<file path="config.mk">
export PLATFORM = sky130hd
export DESIGN_NAME = drt_ctrl_flat
export DESIGN_NICKNAME = d
export VERILOG_FILES = /design/src/core/drt_pkg.sv /design/src/core/drt_if.sv /design/src/core/drt_ctrl.sv /design/src/flat_wrapper.sv
export SDC_FILE = /design/constraint.sdc
export NUM_CORES = 1
export LEC_CHECK = 0
export BUFFER_PORTS_ARGS = -buffer_cell sky130_fd_sc_hd__buf_2
export CORE_ASPECT_RATIO = 1.75
export CORE_MARGIN = 1.5
export CORE_UTILIZATION = 55
export DETAILED_ROUTE_END_ITERATION = 12
export PLACE_DENSITY = 0.79
export RECOVER_POWER = 100
export SETUP_SLACK_MARGIN = 0.3
export SLEW_MARGIN = 20
export SYNTH_ARGS = -nofsm -noshare
export SYNTH_HDL_FRONTEND = slang
export SYNTH_SLANG_ARGS = --single-unit
</file>
<file path="constraint.sdc">
create_clock -name pclk -period 7.8 [get_ports pclk]
set_input_delay 1.17 -clock pclk [delete_from_list [all_inputs] [get_ports pclk]]
set_output_delay 1.17 -clock pclk [all_outputs]
set_load 0.05 [all_outputs]
</file>
<file path="src/core/drt_pkg.sv">
package drt_pkg;
    typedef enum logic [2:0] {
        DRT_NOP, DRT_ACT, DRT_RD, DRT_WR, DRT_PRE, DRT_PREA, DRT_REF
    } drt_cmd_e;

    function automatic int drt_min_cyc(input int ps, input int period_ps);
        int c;
        c = (ps + period_ps - 1) / period_ps;
        return (c < 1) ? 1 : c;
    endfunction

    function automatic int drt_max_cyc(input int ps, input int period_ps);
        int c;
        c = ps / period_ps;
        return (c < 1) ? 1 : c;
    endfunction

    localparam int CLK_PERIOD_PS = 100_000;
    localparam int REFI_PS = 7_812_500;
    localparam int REFI_CYC = drt_max_cyc(REFI_PS, CLK_PERIOD_PS);
    localparam int REFI_HOT_CYC = drt_max_cyc(REFI_PS / 2, CLK_PERIOD_PS);
    localparam int REF_WINDOW_PS = 70_300_000;
    localparam int REF_WINDOW_CYC = drt_max_cyc(REF_WINDOW_PS, CLK_PERIOD_PS);
    localparam int REF_IN_WINDOW = 9;
    localparam int POSTPONE_MAX = REF_IN_WINDOW - 1;
    localparam int RFC_PS = 350_000;
    localparam int RFC_FAST_PS = 310_000;
    localparam int RFC_CYC = drt_min_cyc(RFC_PS, CLK_PERIOD_PS);
    localparam int RFC_FAST_CYC = drt_min_cyc(RFC_FAST_PS, CLK_PERIOD_PS);
    localparam int PREA_LIMIT_PS = 40_000;
    localparam bit PREA_AFTER_REF = CLK_PERIOD_PS > PREA_LIMIT_PS;
    localparam bit NOP_BETWEEN_REF = CLK_PERIOD_PS > RFC_PS;
    localparam int RAS_PS = 35_000;
    localparam int RAS_CYC = drt_min_cyc(RAS_PS, CLK_PERIOD_PS);
    localparam int WR_PS = 15_000;
    localparam int WR_MIN_CK = 4;
    localparam int WR_NORM_CYC = drt_min_cyc(WR_PS, CLK_PERIOD_PS);
    localparam int WR_DLLOFF_CYC = (WR_NORM_CYC > WR_MIN_CK) ? WR_NORM_CYC : WR_MIN_CK;
    localparam int WRITE_LATENCY = 5;
    localparam int WR_START_BURST8 = 4;
    localparam int WR_START_CHOP_FIXED = 2;
    localparam int REFPDEN_CYC = 1;
    localparam int XPDLL_PS = 24_000;
    localparam int XPDLL_MIN_CK = 10;
    localparam int XPDLL_CYC = (drt_min_cyc(XPDLL_PS, CLK_PERIOD_PS) > XPDLL_MIN_CK) ?
        drt_min_cyc(XPDLL_PS, CLK_PERIOD_PS) : XPDLL_MIN_CK;

    localparam logic [7:0] OFF_CTRL = 8'h00;
    localparam logic [7:0] OFF_CMD = 8'h04;
    localparam logic [7:0] OFF_STAT = 8'h08;
    localparam logic [7:0] OFF_REFCNT = 8'h0C;
    localparam int CTRL_RESET_RELEASE = 0;
    localparam int CTRL_REF_EN = 1;
    localparam int CTRL_DLL_OFF = 2;
    localparam int CTRL_FIXED_CHOP = 3;
    localparam int CTRL_FAST_RFC = 4;
    localparam int CTRL_PD_REQ = 5;
    localparam logic [5:0] CTRL_RESET = 6'h00;
    localparam int CMD_CODE_LSB = 0;
    localparam int CMD_AUTOCLOSE = 3;
    localparam int CMD_CHOP = 4;
    localparam int STAT_PENDING = 0;
    localparam int STAT_LOCKED = 1;
    localparam int STAT_POSTPONED_LSB = 2;
    localparam int STAT_PD = 6;
    localparam int STAT_HOT = 7;
endpackage

</file>
<file path="src/core/drt_if.sv">
`timescale 1ns/1ns
interface drt_if;
    import drt_pkg::*;
    logic mem_reset_n;
    logic cke;
    drt_cmd_e cmd;
    logic autoclose;
    logic chop;
    logic dll_off;
    logic fixed_chop;
    logic fast_rfc;
    logic dll_locked;

    modport ctrl (
        output mem_reset_n, cke, cmd, autoclose, chop, dll_off, fixed_chop, fast_rfc,
        input dll_locked
    );
    modport mem (
        input mem_reset_n, cke, cmd, autoclose, chop, dll_off, fixed_chop, fast_rfc,
        output dll_locked
    );
endinterface

</file>
<file path="src/core/drt_ctrl.sv">
// Function
// - memory delays autoclose until row time met
// - dll off write recovery is max(4ck,15ns)
// - burst8 and chop-per-command start at wl+4
// - fixed chop recovery starts at wl+2
// - hold memory reset low from power-up
// - average refresh every 7.8125 us
// - nine refreshes within every 70.3 us
// - hot range halves the refresh interval
// - clock enable low after refresh delays
// - nop between refreshes on slow clock
// - precharge all after refresh below 25MHz
// - spread accesses evenly over rows (not enforced: commands go out in the order software writes them)
// - refresh cycle 350ns, optional 310ns
// - minimums round up, maximums round down
// - reads only while loop is locked
//
// Our own choices: the APB slave port and the register offsets.
`timescale 1ns/1ns
module drt_ctrl (
    input wire logic pclk,
    input wire logic presetn,
    input wire logic psel,
    input wire logic penable,
    input wire logic pwrite,
    input wire logic [7:0] paddr,
    input wire logic [31:0] pwdata,
    output logic [31:0] prdata,
    output logic pready,
    output logic pslverr,
    input wire logic temp_hot,
    drt_if.ctrl link
);
    import drt_pkg::*;

    typedef enum logic [1:0] {ST_IDLE, ST_RFC, ST_PREA, ST_PD} drt_state_e;

    drt_state_e state;
    logic [5:0] ctrl;
    logic [4:0] cmd_q;
    logic cmd_pending;
    logic hot_s1, hot_s2, hot_s3, hot;
    logic [7:0] refi_cnt;
    logic [3:0] postponed;
    logic [7:0] rfc_cnt;
    logic [7:0] pden_cnt;
    logic [7:0] xp_cnt;
    logic [31:0] ref_total;
    logic wr_acc;
    logic tick;
    logic ref_go;
    logic cmd_go;
    logic pd_go;
    logic pd_exit;
    logic ref_urgent;
    logic mem_live;

    function automatic logic at(input logic [7:0] a, input logic [7:0] off);
        return a == off;
    endfunction

    // memory counts as released only while software still asks for it
    assign mem_live = link.mem_reset_n && ctrl[CTRL_RESET_RELEASE];
    assign wr_acc = psel & penable & pwrite;
    assign pready = 1'b1;
    assign pslverr = 1'b0;

    always_ff @(posedge pclk or negedge presetn)
    begin
        if (!presetn)
            prdata <= 32'h0000_0000;
        else if (psel && !penable && !pwrite)
        begin
            prdata <= 32'h0000_0000;
            if (at(paddr, OFF_CTRL))
                prdata <= {26'h0, ctrl};
            else if (at(paddr, OFF_CMD))
                prdata <= {27'h0, cmd_q};
            else if (at(paddr, OFF_STAT))
            begin
                prdata[STAT_PENDING] <= cmd_pending;
                prdata[STAT_LOCKED] <= link.dll_locked;
                prdata[STAT_POSTPONED_LSB +: 4] <= postponed;
                prdata[STAT_PD] <= (state == ST_PD);
                prdata[STAT_HOT] <= hot;
            end
            else if (at(paddr, OFF_REFCNT))
                prdata <= ref_total;
        end
    end

    always_ff @(posedge pclk or negedge presetn)
    begin
        if (!presetn)
            ctrl <= CTRL_RESET;
        else if (wr_acc && at(paddr, OFF_CTRL))
            ctrl <= pwdata[5:0];
    end

    // a new command is ignored while one is pending; the clear wins over a write in the same cycle
    always_ff @(posedge pclk or negedge presetn)
    begin
        if (!presetn)
        begin
            cmd_q <= 5'h00;
            cmd_pending <= 1'b0;
        end
        else if (wr_acc && at(paddr, OFF_CMD) && !cmd_pending)
        begin
            cmd_q <= pwdata[4:0];
            cmd_pending <= 1'b1;
        end
        else if (cmd_go)
            cmd_pending <= 1'b0;
    end

    always_ff @(posedge pclk or negedge presetn)
    begin
        if (!presetn)
        begin
            hot_s1 <= 1'b0;
            hot_s2 <= 1'b0;
            hot_s3 <= 1'b0;
            hot <= 1'b0;
        end
        else
        begin
            hot_s1 <= temp_hot;
            hot_s2 <= hot_s1;
            hot_s3 <= hot_s2;
            if (hot_s2 == hot_s3)
                hot <= hot_s3;
        end
    end

    always_ff @(posedge pclk or negedge presetn)
    begin
        if (!presetn)
            refi_cnt <= 8'h00;
        else if (!ctrl[CTRL_REF_EN] || tick)
            refi_cnt <= 8'h00;
        else
            refi_cnt <= refi_cnt + 8'h01;
    end

    assign tick = ctrl[CTRL_REF_EN] &&
        (refi_cnt >= (hot ? 8'(REFI_HOT_CYC - 1) : 8'(REFI_CYC - 1)));

    assign ref_urgent = postponed >= 4'(POSTPONE_MAX);
    assign ref_go = (state == ST_IDLE) && mem_live && link.cke && xp_cnt == 8'h00 &&
        postponed != 4'h0 && (!cmd_pending || ref_urgent);

    always_ff @(posedge pclk or negedge presetn)
    begin
        if (!presetn)
            postponed <= 4'h0;
        else if (tick && !ref_go && !ref_urgent)
            postponed <= postponed + 4'h1;
        else if (ref_go && !tick)
            postponed <= postponed - 4'h1;
    end

    assign cmd_go = (state == ST_IDLE) && mem_live && link.cke && cmd_pending && !ref_go &&
        xp_cnt == 8'h00 &&
        !(drt_cmd_e'(cmd_q[2:0]) == DRT_RD && (!link.dll_locked || link.dll_off)) &&
        drt_cmd_e'(cmd_q[2:0]) != DRT_REF;

    assign pd_go = (state == ST_IDLE) && ctrl[CTRL_PD_REQ] && !cmd_pending && !ref_go &&
        pden_cnt == 8'h00 && xp_cnt == 8'h00 && mem_live;
    assign pd_exit = (state == ST_PD) && (!ctrl[CTRL_PD_REQ] || ref_urgent);

    always_ff @(posedge pclk or negedge presetn)
    begin
        if (!presetn)
        begin
            state <= ST_IDLE;
            rfc_cnt <= 8'h00;
        end
        else
        begin
            case (state)
                ST_IDLE:
                begin
                    if (ref_go)
                    begin
                        state <= ST_RFC;
                        rfc_cnt <= ctrl[CTRL_FAST_RFC] ? 8'(RFC_FAST_CYC) : 8'(RFC_CYC);
                    end
                    else if (pd_go)
                        state <= ST_PD;
                end
                ST_RFC:
                begin
                    if (rfc_cnt > 8'h01)
                        rfc_cnt <= rfc_cnt - 8'h01;
                    else
                        state <= PREA_AFTER_REF ? ST_PREA : ST_IDLE;
                end
                ST_PREA:
                    state <= ST_IDLE;
                ST_PD:
                begin
                    if (pd_exit)
                        state <= ST_IDLE;
                end
                default:
                    state <= ST_IDLE;
            endcase
        end
    end

    always_ff @(posedge pclk or negedge presetn)
    begin
        if (!presetn)
        begin
            pden_cnt <= 8'h00;
            xp_cnt <= 8'h00;
        end
        else
        begin
            if (ref_go)
                pden_cnt <= 8'(REFPDEN_CYC + (NOP_BETWEEN_REF ? 1 : 0));
            else if (pden_cnt != 8'h00 && state == ST_IDLE)
                pden_cnt <= pden_cnt - 8'h01;
            // clock enable rising, from reset release or power-down, opens the quiet time
            if (pd_exit || (mem_live && !link.cke))
                xp_cnt <= 8'(XPDLL_CYC);
            else if (xp_cnt != 8'h00)
                xp_cnt <= xp_cnt - 8'h01;
        end
    end

    always_ff @(posedge pclk or negedge presetn)
    begin
        if (!presetn)
        begin
            link.mem_reset_n <= 1'b0;
            link.cke <= 1'b0;
            link.cmd <= DRT_NOP;
            link.autoclose <= 1'b0;
            link.chop <= 1'b0;
            link.dll_off <= 1'b0;
            link.fixed_chop <= 1'b0;
            link.fast_rfc <= 1'b0;
            ref_total <= 32'h0000_0000;
        end
        else
        begin
            link.mem_reset_n <= ctrl[CTRL_RESET_RELEASE];
            link.dll_off <= ctrl[CTRL_DLL_OFF];
            link.fixed_chop <= ctrl[CTRL_FIXED_CHOP];
            link.fast_rfc <= ctrl[CTRL_FAST_RFC];
            link.cke <= mem_live && !pd_go && !(state == ST_PD && !pd_exit);
            link.cmd <= DRT_NOP;
            link.autoclose <= 1'b0;
            link.chop <= 1'b0;
            if (ref_go)
            begin
                link.cmd <= DRT_REF;
                ref_total <= ref_total + 32'h0000_0001;
            end
            else if (state == ST_PREA && ctrl[CTRL_RESET_RELEASE])
                link.cmd <= DRT_PREA;
            else if (cmd_go)
            begin
                link.cmd <= drt_cmd_e'(cmd_q[CMD_CODE_LSB +: 3]);
                link.autoclose <= cmd_q[CMD_AUTOCLOSE];
                link.chop <= cmd_q[CMD_CHOP];
            end
        end
    end
endmodule

</file>
<file path="src/flat_wrapper.sv">
// flat-port wrapper written by rule: the top's interface ports become plain ports
module drt_ctrl_flat import drt_pkg::*;
  (pclk, presetn, psel, penable, pwrite, paddr, pwdata, prdata, pready, pslverr, temp_hot, link_mem_reset_n, link_cke, link_cmd, link_autoclose, link_chop, link_dll_off, link_fixed_chop, link_fast_rfc, link_dll_locked);
  drt_if link_i ();
  input wire logic pclk;
  input wire logic presetn;
  input wire logic psel;
  input wire logic penable;
  input wire logic pwrite;
  input wire logic [7:0] paddr;
  input wire logic [31:0] pwdata;
  output logic [31:0] prdata;
  output logic pready;
  output logic pslverr;
  input wire logic temp_hot;
  output wire logic [$bits(link_i.mem_reset_n)-1:0] link_mem_reset_n;
  output wire logic [$bits(link_i.cke)-1:0] link_cke;
  output wire logic [$bits(link_i.cmd)-1:0] link_cmd;
  output wire logic [$bits(link_i.autoclose)-1:0] link_autoclose;
  output wire logic [$bits(link_i.chop)-1:0] link_chop;
  output wire logic [$bits(link_i.dll_off)-1:0] link_dll_off;
  output wire logic [$bits(link_i.fixed_chop)-1:0] link_fixed_chop;
  output wire logic [$bits(link_i.fast_rfc)-1:0] link_fast_rfc;
  input wire logic [$bits(link_i.dll_locked)-1:0] link_dll_locked;
  assign link_mem_reset_n = link_i.mem_reset_n;
  assign link_cke = link_i.cke;
  assign link_cmd = link_i.cmd;
  assign link_autoclose = link_i.autoclose;
  assign link_chop = link_i.chop;
  assign link_dll_off = link_i.dll_off;
  assign link_fixed_chop = link_i.fixed_chop;
  assign link_fast_rfc = link_i.fast_rfc;
  assign link_i.dll_locked = link_dll_locked;
  drt_ctrl u_core (.pclk(pclk), .presetn(presetn), .psel(psel), .penable(penable), .pwrite(pwrite), .paddr(paddr), .pwdata(pwdata), .prdata(prdata), .pready(pready), .pslverr(pslverr), .temp_hot(temp_hot), .link(link_i));
endmodule
</file>
==> impl_metrics.json, run 1 <==
{
  "path_cells": "clkbuf_1 -> buf_4",
  "fmaxAchievable_mhz": 232,
  "setup_violations": 0,
  "synth-seq-area-share_pct": 54.4,
  "comb_power_share_pct": 6.7,
  "cts-root-buf": "clkbuf_16",
  "syn_avg_cell_area_um2": 11.3,
  "drc": 0,
  "dp.cells": 691,
  "max_slew.worst_pin.slew_ps": 3890,
  "worst-setup-path-type": "primary input to async pin",
  "synth_edf_count": 0,
  "switching_power_uw": 384,
  "setup_tns_ps": 0,
  "cts_setup_buffers": 0,
  "cap_viol_max_count": 1,
  "cts_resized": 0,
  "path_buf_inv": 2,
  "core_region_area_um2": 10400,
  "worst_path_max_delay_cell": "clkbuf_1",
  "critical_path_arrival_ps": 4790,
  "violations": "capacitance limit, slew limit",
  "p_leak_nw": 3.21,
  "synthCells": 519,
  "cts-hold-fix-buffers": 0,
  "pwr-share-clk_pct": 48.8,
  "outcome": "finished with violations",
  "netlist-cell-type-count": 56,
  "finalWirelength_um": 12600,
  "num-nets-final": 646,
  "grt.total_usage_pct": 24.7,
  "fp.dieW_um": 81.2,
  "die_y_um": 140,
  "antennaDiodeCount": 0,
  "hold_viol": 0,
  "grt_pass1_wl_um": 21100,
  "dr.pass1.iters": 6,
  "ant_nets": 0,
  "hold_class": "flip-flop to flip-flop",
  "fin_crit_sh_pct": 55.2,
  "period_minus_slack_ps": 4300,
  "fin_skew_ps": 8.47,
  "io-pin-count": 91,
  "worstSetupEndpointType": "async pin",
  "synthTopCellsByArea": "dfrtp_1 54%, xnor2_1 5.7%, a22o_1 3.6%, nor2_1 3.3%, ha_1 3.2%",
  "critPathTopFamily": "buffers and inverters",
  "ir_drop_mv": 0.178,
  "overflow": 0,
  "cp_max_fo": 75,
  "cts_tree": "built",
  "grt_pass1_vias": 4398,
  "synth_top_area_cell": "dfrtp_1",
  "final.fill_count": 796,
  "internal_power_mw": 1.23,
  "rows": 49,
  "syn-num-nets": 582,
  "dieArea_um2": 11400,
  "worstSetupStartpointType": "primary input",
  "final_layout_size_suffix_gt1_share_pct": 13.1,
  "yosysWarningCount": 0,
  "portBuffers": 62,
  "yosys_register_bits": 128,
  "synthArstFlopShare_pct": 100,
  "final-max-slew-violation-count": 76,
  "dpl.hpwl_um": 8560,
  "clk_latency_ps": 420,
  "clockBufferDepth": 2,
  "seq_power_share_pct": 44.4,
  "rsz0062_at_grt": "false",
  "max_stage_delay_ps": 2680,
  "area_growth_pct": 14.8,
  "yosysTopAreaCellShare_pct": 54.4,
  "required_ps": 8280,
  "cts.htree.levels": 4,
  "grt_max_degree": 76,
  "cts_sinks": 128,
  "path_clk_slew_ps": 50,
  "drt_iter0_drc": 278,
  "via_count": 4198,
  "start_util_pct": 56.8,
  "wl_per_cell_um": 17.4,
  "p_sw_share_pct": 23.9,
  "p_per_area_nw_per_um2": 238,
  "syn_area_um2": 5890,
  "gp_congestion": 0.822,
  "instances_no_fill": 723,
  "antenna_found_initial": 0,
  "via_per_inst": 5.81,
  "numCtsBuffers": 17,
  "synth_flop_cell": "dfrtp_1",
  "relSlewSlack_pct": -159
}
==> flip-flops by register name (all words and copies together) (netlist names), 2 cells and up <==
name	flops
u_core.ctrl	6
u_core.cmd_q	5
u_core.pden_cnt	8
u_core.postponed	4
u_core.state	2
u_core.refi_cnt	8
u_core.xp_cnt	8
u_core.link.cmd	3
u_core.ref_total	32
u_core.prdata	32
u_core.rfc_cnt	8
==> stage by stage <==
| step | setup WS [ps] | area [um2] | power, mW | hold WS [ps] | utilization [%] |
|---|---|---|---|---|---|
| 4_1_cts | 4390 | 6850 | 1.63 | 347 | 66.1 |
| 2_1_floorplan | 4860 | 5890 | 0.800 | 331 | - |
| 5_1_grt | 2700 | 6750 | 1.67 | 364 | 65.2 |
| 6_report | 3500 | 6750 | 1.61 | 346 | 65.2 |
| 3_5_place_dp | 4450 | 6250 | 0.840 | 335 | 60.3 |
| 3_3_place_gp | 4550 | 6250 | 0.832 | 337 | 60.3 |
==> routing by layer <==
metal  share of wire, %  track usage (%)  up-vias
li1                   -                -     1949
met1                 38             28.0     2104
met2                 55             42.1      115
met3                3.8             7.21       30
met4                3.1             10.9        0
met5                  0                0        -
==> cells by family after synthesis <==
logic type,synth area share [%]
simple gates,18.3
mux,4.93
flops,54.4
other cells,0.128
buf+inv,3.02
xor+xnor,8.63
fa+ha+maj,3.70
compound gates,6.91
==> power groups by stage <==
stage                     sequential [mW]  clock, mW  combinational, mW
final                               0.716      0.786              0.108
after global routing                0.718      0.832              0.124
after global placement              0.726          0              0.105
after detailed placement            0.730          0              0.110
after CTS                           0.720      0.796              0.112
after floorplan                     0.724          0             0.0762
==> layout make-up <==
type                            count  area, um2  share of cell area [%]
Tap cell                          127        159                    2.35
Clock buffer                       20        467                    6.91
Inverter                           12       45.0                   0.667
Timing Repair Buffer               65        273                    4.04
Sequential cell                   128       3200                    47.4
Clock inverter                     12        134                    1.98
Multi-Input combinational cell    359       2470                    36.6
==> placed cells by master (no fill, tap or decap), types with 3 or more instances in the layout <==
master / synthesis / routed
nor3_1: 9 / 9
nor4_1: 8 / 10
nand3_1: 36 / 36
nor3b_1: 3 / 3
nor2b_1: 3 / 3
nand2_1: 44 / 44
nor2_1: 51 / 51
clkinvlp_4: 0 / 5
a21oi_1: 6 / 6
inv_1: 12 / 12
nand4_1: 12 / 12
and3_1: 11 / 11
buf_2: 1 / 17
xnor2_1: 38 / 38
mux2_2: 14 / 14
nand2b_1: 6 / 6
xor2_1: 20 / 20
mux4_2: 5 / 5
clkbuf_1: 12 / 46
clkbuf_8: 0 / 3
dfrtp_1: 128 / 128
ha_1: 15 / 15
a22o_1: 24 / 24
o21ai_0: 8 / 8
or3_2: 3 / 3
clkbuf_16: 0 / 17
==> cell usage after synthesis (2+ instances only) <==
library cell  number
a211o_1            2
a21o_1             2
a21oi_1            6
a22o_1            24
a22oi_1            2
and2_1             3
and3_1            11
and4_1             2
buf_4              3
buf_6              2
clkbuf_1          12
conb_1             2
dfrtp_1          128
ha_1              15
inv_1             12
mux2_2            14
mux2i_1            2
mux4_2             5
nand2_1           44
nand2b_1           6
nand3_1           36
nand3b_1           2
nand4_1           12
nand4b_1           2
nor2_1            51
nor2b_1            3
nor3_1             9
nor3b_1            3
nor4_1             8
nor4_4             2
o21ai_0            8
o21bai_1           2
o31ai_1            2
or3_2              3
or4_1              2
xnor2_1           38
xor2_1            20
==> worst paths after layout <==
check                                  endpoint  slack (ps)              from  depth (start not counted)
setup / recovery           u_core.ref_total[17]        3500           presetn                          2
hold / removal                    u_core.hot_s2         350     u_core.hot_s1                          0
setup reg to reg            u_core.postponed[3]        3890  u_core.xp_cnt[2]                         12
hold reg to reg                   u_core.hot_s2         350     u_core.hot_s1                          0
max in group pclk           u_core.postponed[3]        3890  u_core.xp_cnt[2]                         12
min in group asynchronous    u_core.refi_cnt[7]        2100           presetn                          1
==> worst reg2reg max path, cell delays in order (launching register included) <==
cell,delay (ps)
dfrtp_1,430
nor4_1,720
nand4_2,310
nor2_1,150
clkbuf_1,810
nor2_1,140
nand2b_1,210
ha_1,260
a21o_1,170
a21oi_1,230
nor3b_1,220
a22oi_1,110
o21ai_0,80
Power figures use the tool's default switching activity.
==> inputs of run 2 (changes only) <==
- CORE_UTILIZATION: 55 -> 51
- PLACE_DENSITY: 0.79 -> 0.77
- clock period: 7.8 -> 3.9 ns (I/O delays scaled with it)
==> impl_metrics.json, run 2 (same netlist as run 1, synthesis figures left out) <==
{
  "outcome": "finished with violations",
  "violations": "capacitance limit, slew limit",
  "final.fill_count": 892,
  "path_clk_slew_ps": 60,
  "layout_common_cells": "128 x dfrtp_1, 51 x nor2_1, 44 x nand2_1, 44 x clkbuf_1, 38 x xnor2_1",
  "grt_pass1_wl_um": 20900,
  "cts-hold-fix-buffers": 0,
  "clk_latency_ps": 410,
  "gp_congestion": 0.840,
  "fin_skew_ps": 8.79,
  "grt.total_usage_pct": 21.7,
  "p_sw_share_pct": 24.5,
  "fin_crit_sh_pct": 86.5,
  "reg.largest.list": "u_core.prdata: 32 flops, u_core.ref_total: 32 flops",
  "p_per_area_nw_per_um2": 482,
  "critPathTopFamily": "simple AND/OR/NAND/NOR gates",
  "relSlewSlack_pct": -105,
  "worstSetupStartpointType": "flip-flop",
  "grtUsageMet3_pct": 6.26,
  "worst_path_max_delay_cell": "nor4_1",
  "cp_max_fo": 9,
  "fin_util_pct": 60.8,
  "min_to": "u_core.hot_s1",
  "cts.htree.levels": 4,
  "seq_power_share_pct": 43.5,
  "start_util_pct": 52.7,
  "internal_power_mw": 2.47,
  "cp.depth": 6,
  "antenna_found_initial": 0,
  "via_count": 4222,
  "dr.pass1.iters": 6,
  "critical_path_arrival_ps": 3680,
  "ir_drop_mv": 0.429,
  "hold_slack_ps": 334,
  "met2_usage_pct": 36.3,
  "top_usage_layer": "met2",
  "worstSetupEndpointType": "flip-flop",
  "core_region_area_um2": 11200,
  "cts_tree": "built",
  "hold_depth": 1,
  "setup_violations": 0,
  "cts-root-buf": "clkbuf_16",
  "dieArea_um2": 12200,
  "wl_per_cell_um": 17.1,
  "die_y_um": 145,
  "ant_nets": 0,
  "cts_sinks": 128,
  "r2r_end": "u_core.ref_total[21]",
  "final_common_cell": "dfrtp_1",
  "final_layout_size_suffix_gt1_share_pct": 13.6,
  "io-pin-count": 91,
  "antennaDiodeCount": 0,
  "area_growth_pct": 15.4,
  "drt_iter0_drc": 256,
  "path_buf_inv": 0,
  "switching_power_uw": 802,
  "clockBufferDepth": 2,
  "max_stage_delay_ps": 1090,
  "period_minus_slack_ps": 3370,
  "portBuffers": 62,
  "cp_common_cell": "nor4_1",
  "path_cells": "nor4_1 -> nand4_2 -> or2_0 -> nor4_1 -> nand4_1 -> xnor2_1",
  "r2r_cells": 6,
  "fp.dieW_um": 84.2,
  "worst-setup-path-type": "flip-flop to flip-flop",
  "hold_class": "primary input to flip-flop",
  "p_leak_nw": 3.22,
  "dpl.hpwl_um": 8590,
  "grt_max_degree": 129,
  "hold_viol": 0,
  "max_slew.worst_pin.slew_ps": 3080,
  "via_per_inst": 5.80,
  "fmaxAchievable_mhz": 296,
  "place_area_um2": 6270,
  "r2r-start": "u_core.xp_cnt[2]",
  "numCtsBuffers": 17,
  "overflow": 0,
  "finalInstanceArea_um2": 6790,
  "hp-start": "temp_hot",
  "rsz0062_at_grt": "false",
  "fin_total_pwr_mw": 3.27,
  "drc": 0,
  "pwr-share-clk_pct": 49.8,
  "finalWirelength_um": 12400,
  "comb_power_share_pct": 6.7,
  "required_ps": 4200,
  "cap_viol_max_count": 1,
  "reg2reg_slack_ps": 530,
  "grt_pass1_vias": 4385,
  "rows": 51,
  "setup_tns_ps": 0,
  "met1_usage_pct": 24.8,
  "final-max-slew-violation-count": 129,
  "num-nets-final": 646
}
==> run 2: changes by cell type in the layout (fill, tap and decap cells not counted) <==
| cell | delta |
|---|---|
| a2111oi_0 | -1 |
| a2111oi_4 | +1 |
| buf_2 | +1 |
| buf_4 | -1 |
| bufinv_16 | +1 |
| clkbuf_1 | -2 |
| clkbuf_2 | +1 |
| clkbuf_4 | +1 |
| clkbuf_8 | -3 |
| clkinv_2 | -1 |
| clkinv_4 | -1 |
| clkinvlp_4 | +1 |
| inv_6 | +3 |
==> run 2: timing repair <==
| action | CTS | global route |
|---|---|---|
| endpoints found under the setup margin | 0 | 1 |
| resized for setup | 0 | 3 |
| setup buffers | 0 | 0 |
| endpoints found under the hold margin | 0 | 0 |
==> run 2: through the flow <==
step / instances / setup WS [ps]
after floorplan: 519 / 958
after global placement: 696 / 683
after detailed placement: 696 / 558
after CTS: 728 / 477
after global routing: 728 / 211
final: 728 / 526
==> run 2: worst max-delay path by stage <==
stage	startpoint	to	slack [ps]
2_1_floorplan	u_core.hot	u_core.postponed[3]	960
3_3_place_gp	u_core.hot	u_core.postponed[3]	680
3_5_place_dp	u_core.hot	u_core.postponed[3]	560
4_1_cts	u_core.hot	u_core.postponed[3]	480
5_1_grt	u_core.xp_cnt[2]	u_core.ref_total[11]	210
6_report	u_core.xp_cnt[2]	u_core.ref_total[21]	530
==> run 2: power groups by stage <==
stage / clock (mW) / combinational (mW) / sequential [mW]
2_1_floorplan: 0 / 0.152 / 1.45
3_3_place_gp: 0 / 0.212 / 1.45
3_5_place_dp: 0 / 0.224 / 1.46
4_1_cts: 1.65 / 0.228 / 1.43
5_1_grt: 1.72 / 0.251 / 1.43
6_report: 1.63 / 0.218 / 1.42
==> run 2: metal layers <==
layer,part of all wire [%],up-vias
met5,0,-
met4,3.7,0
met3,4.1,34
met2,53,113
met1,39,2126
li1,-,1949
==> run 2: layout make-up <==
class,instances,area (um2),area share (%)
Clock buffer,17,425,6.26
Clock inverter,15,184,2.71
Inverter,12,45.0,0.663
Multi-Input combinational cell,359,2490,36.7
Sequential cell,128,3200,47.2
Tap cell,132,165,2.43
Timing Repair Buffer,65,275,4.05
==> inputs of run 3 (changes only) <==
- PLACE_DENSITY: 0.77 -> 0.76
==> impl_metrics.json, run 3 (same netlist as run 1, synthesis figures left out) <==
{
  "final-max-slew-violation-count": 62,
  "fin_crit_sh_pct": 85.7,
  "dieArea_um2": 12200,
  "worstSetupEndpointType": "flip-flop",
  "cts.htree.levels": 4,
  "required_ps": 4200,
  "fp.dieW_um": 84.2,
  "overflow": 0,
  "path_clk_slew_ps": 60,
  "drt-met1-wl_um": 4680,
  "p_per_area_nw_per_um2": 470,
  "antennaDiodeCount": 0,
  "layout_common_cells": "128 x dfrtp_1, 51 x nor2_1, 48 x clkbuf_1, 44 x nand2_1, 38 x xnor2_1",
  "rsz0062_at_grt": "false",
  "io-pin-count": 91,
  "relSlewSlack_pct": -110,
  "via_count": 4181,
  "cp_max_fo": 9,
  "p_leak_nw": 3.22,
  "cts_sinks": 128,
  "hold_viol": 0,
  "num-nets-final": 648,
  "dr_wl_met2_um": 6950,
  "violations": "capacitance limit, slew limit",
  "fmaxAchievable_mhz": 299,
  "cts_resized": 0,
  "setup_tns_ps": 0,
  "worstSetupStartpointType": "flip-flop",
  "core_region_area_um2": 11200,
  "fin_total_pwr_mw": 3.18,
  "antenna_found_initial": 0,
  "grt_max_degree": 62,
  "finalWirelength_um": 12400,
  "wl_met3_um": 407,
  "drc": 0,
  "via_per_inst": 5.73,
  "multi_input_area_um2": 2480,
  "die_y_um": 145,
  "grt.total_usage_pct": 21.8,
  "dpl.hpwl_um": 8790,
  "reg.largest.list": "u_core.prdata: 32 flops, u_core.ref_total: 32 flops",
  "cts_setup_buffers": 0,
  "regArea_um2": 3200,
  "setup_violations": 0,
  "rows": 51,
  "worst-setup-path-type": "flip-flop to flip-flop",
  "max_slew.worst_pin.slew_ps": 3140,
  "layout_setup_ws_ps": 557,
  "finalInstanceArea_um2": 6760,
  "cap_viol_max_count": 1,
  "cts_tree": "built",
  "top_layer_used": "met4",
  "ant_nets": 0,
  "final_common_cell": "dfrtp_1",
  "grt_pass1_vias": 4325,
  "portBuffers": 62,
  "dr.pass1.iters": 4,
  "start_util_pct": 52.7,
  "cts-root-buf": "clkbuf_16",
  "gp_congestion": 0.843,
  "fin_skew_ps": 8.67,
  "cts-hold-fix-buffers": 0,
  "clk_latency_ps": 420,
  "grt_pass1_wl_um": 20900,
  "numCtsBuffers": 17,
  "outcome": "finished with violations",
  "hold_class": "primary input to flip-flop",
  "clockBufferDepth": 2,
  "place_ws_ps": 528,
  "period_minus_slack_ps": 3340,
  "drt_iter0_drc": 266,
  "final_layout_size_suffix_gt1_share_pct": 13.0,
  "final.fill_count": 903,
  "place_area_um2": 6270,
  "ir_drop_mv": 0.412,
  "area_growth_pct": 14.8,
  "wl_per_cell_um": 17.0,
  "critical_path_arrival_ps": 3650
}
==> run 3: cell count changes in the layout (fill, tap and decap cells not counted), sizes merged <==
cell      before  now
buf           19   20
bufinv         3    2
clkbuf        63   66
clkinv         2    7
clkinvlp       6    4
inv           16   12
==> run 3: per-stage QoR <==
stage	cells	hold slack [ps]	util (%)
after floorplan	519	289	-
after global placement	698	337	56.1
after detailed placement	698	361	56.1
after CTS	730	277	61.4
after global routing	730	303	60.5
final	730	323	60.5
==> run 3: final cells by class <==
cell class / count / area share [%]
Inverter: 12 / 0.666
Sequential cell: 128 / 47.4
Tap cell: 132 / 2.44
Multi-Input combinational cell: 359 / 36.7
Timing Repair Buffer: 67 / 4.20
Clock buffer: 19 / 6.55
Clock inverter: 13 / 2.07
==> run 3: path summary, 6_finish.rpt <==
| check | start | end | slack [ps] | cells past startpoint |
|---|---|---|---|---|
| min in group asynchronous | presetn | u_core.rfc_cnt[3] | 1210 | 1 |
| max | u_core.xp_cnt[2] | u_core.ref_total[21] | 560 | 6 |
| max reg2reg | u_core.xp_cnt[2] | u_core.ref_total[21] | 560 | 6 |
| min reg2reg | u_core.hot_s1 | u_core.hot_s2 | 370 | 0 |
| min | temp_hot | u_core.hot_s1 | 320 | 1 |
| max in group asynchronous | presetn | u_core.prdata[0] | 920 | 1 |
==> run 3: worst max-delay path, stage by stage (launching register included) <==
cell and delay, ps:
dfrtp_1 430, nor4_1 610, nand4_2 310, or2_0 490, nor4_1 970, nand4_1 220, xnor2_1 180
==> run 3: power breakdown <==
part           leakage (nW)  switching [mW]  internal [mW]  total [mW]
sequential             1.76          0.0465           1.38        1.43
combinational          1.18           0.134         0.0837       0.218
clock                 0.275           0.581          0.955        1.54
==> run 3: per-layer routing <==
layer	global-route usage [%]	up-vias
li1	-	1959
met1	23.8	2100
met2	39.6	90
met3	4.21	32
met4	10.2	0
met5	0	-
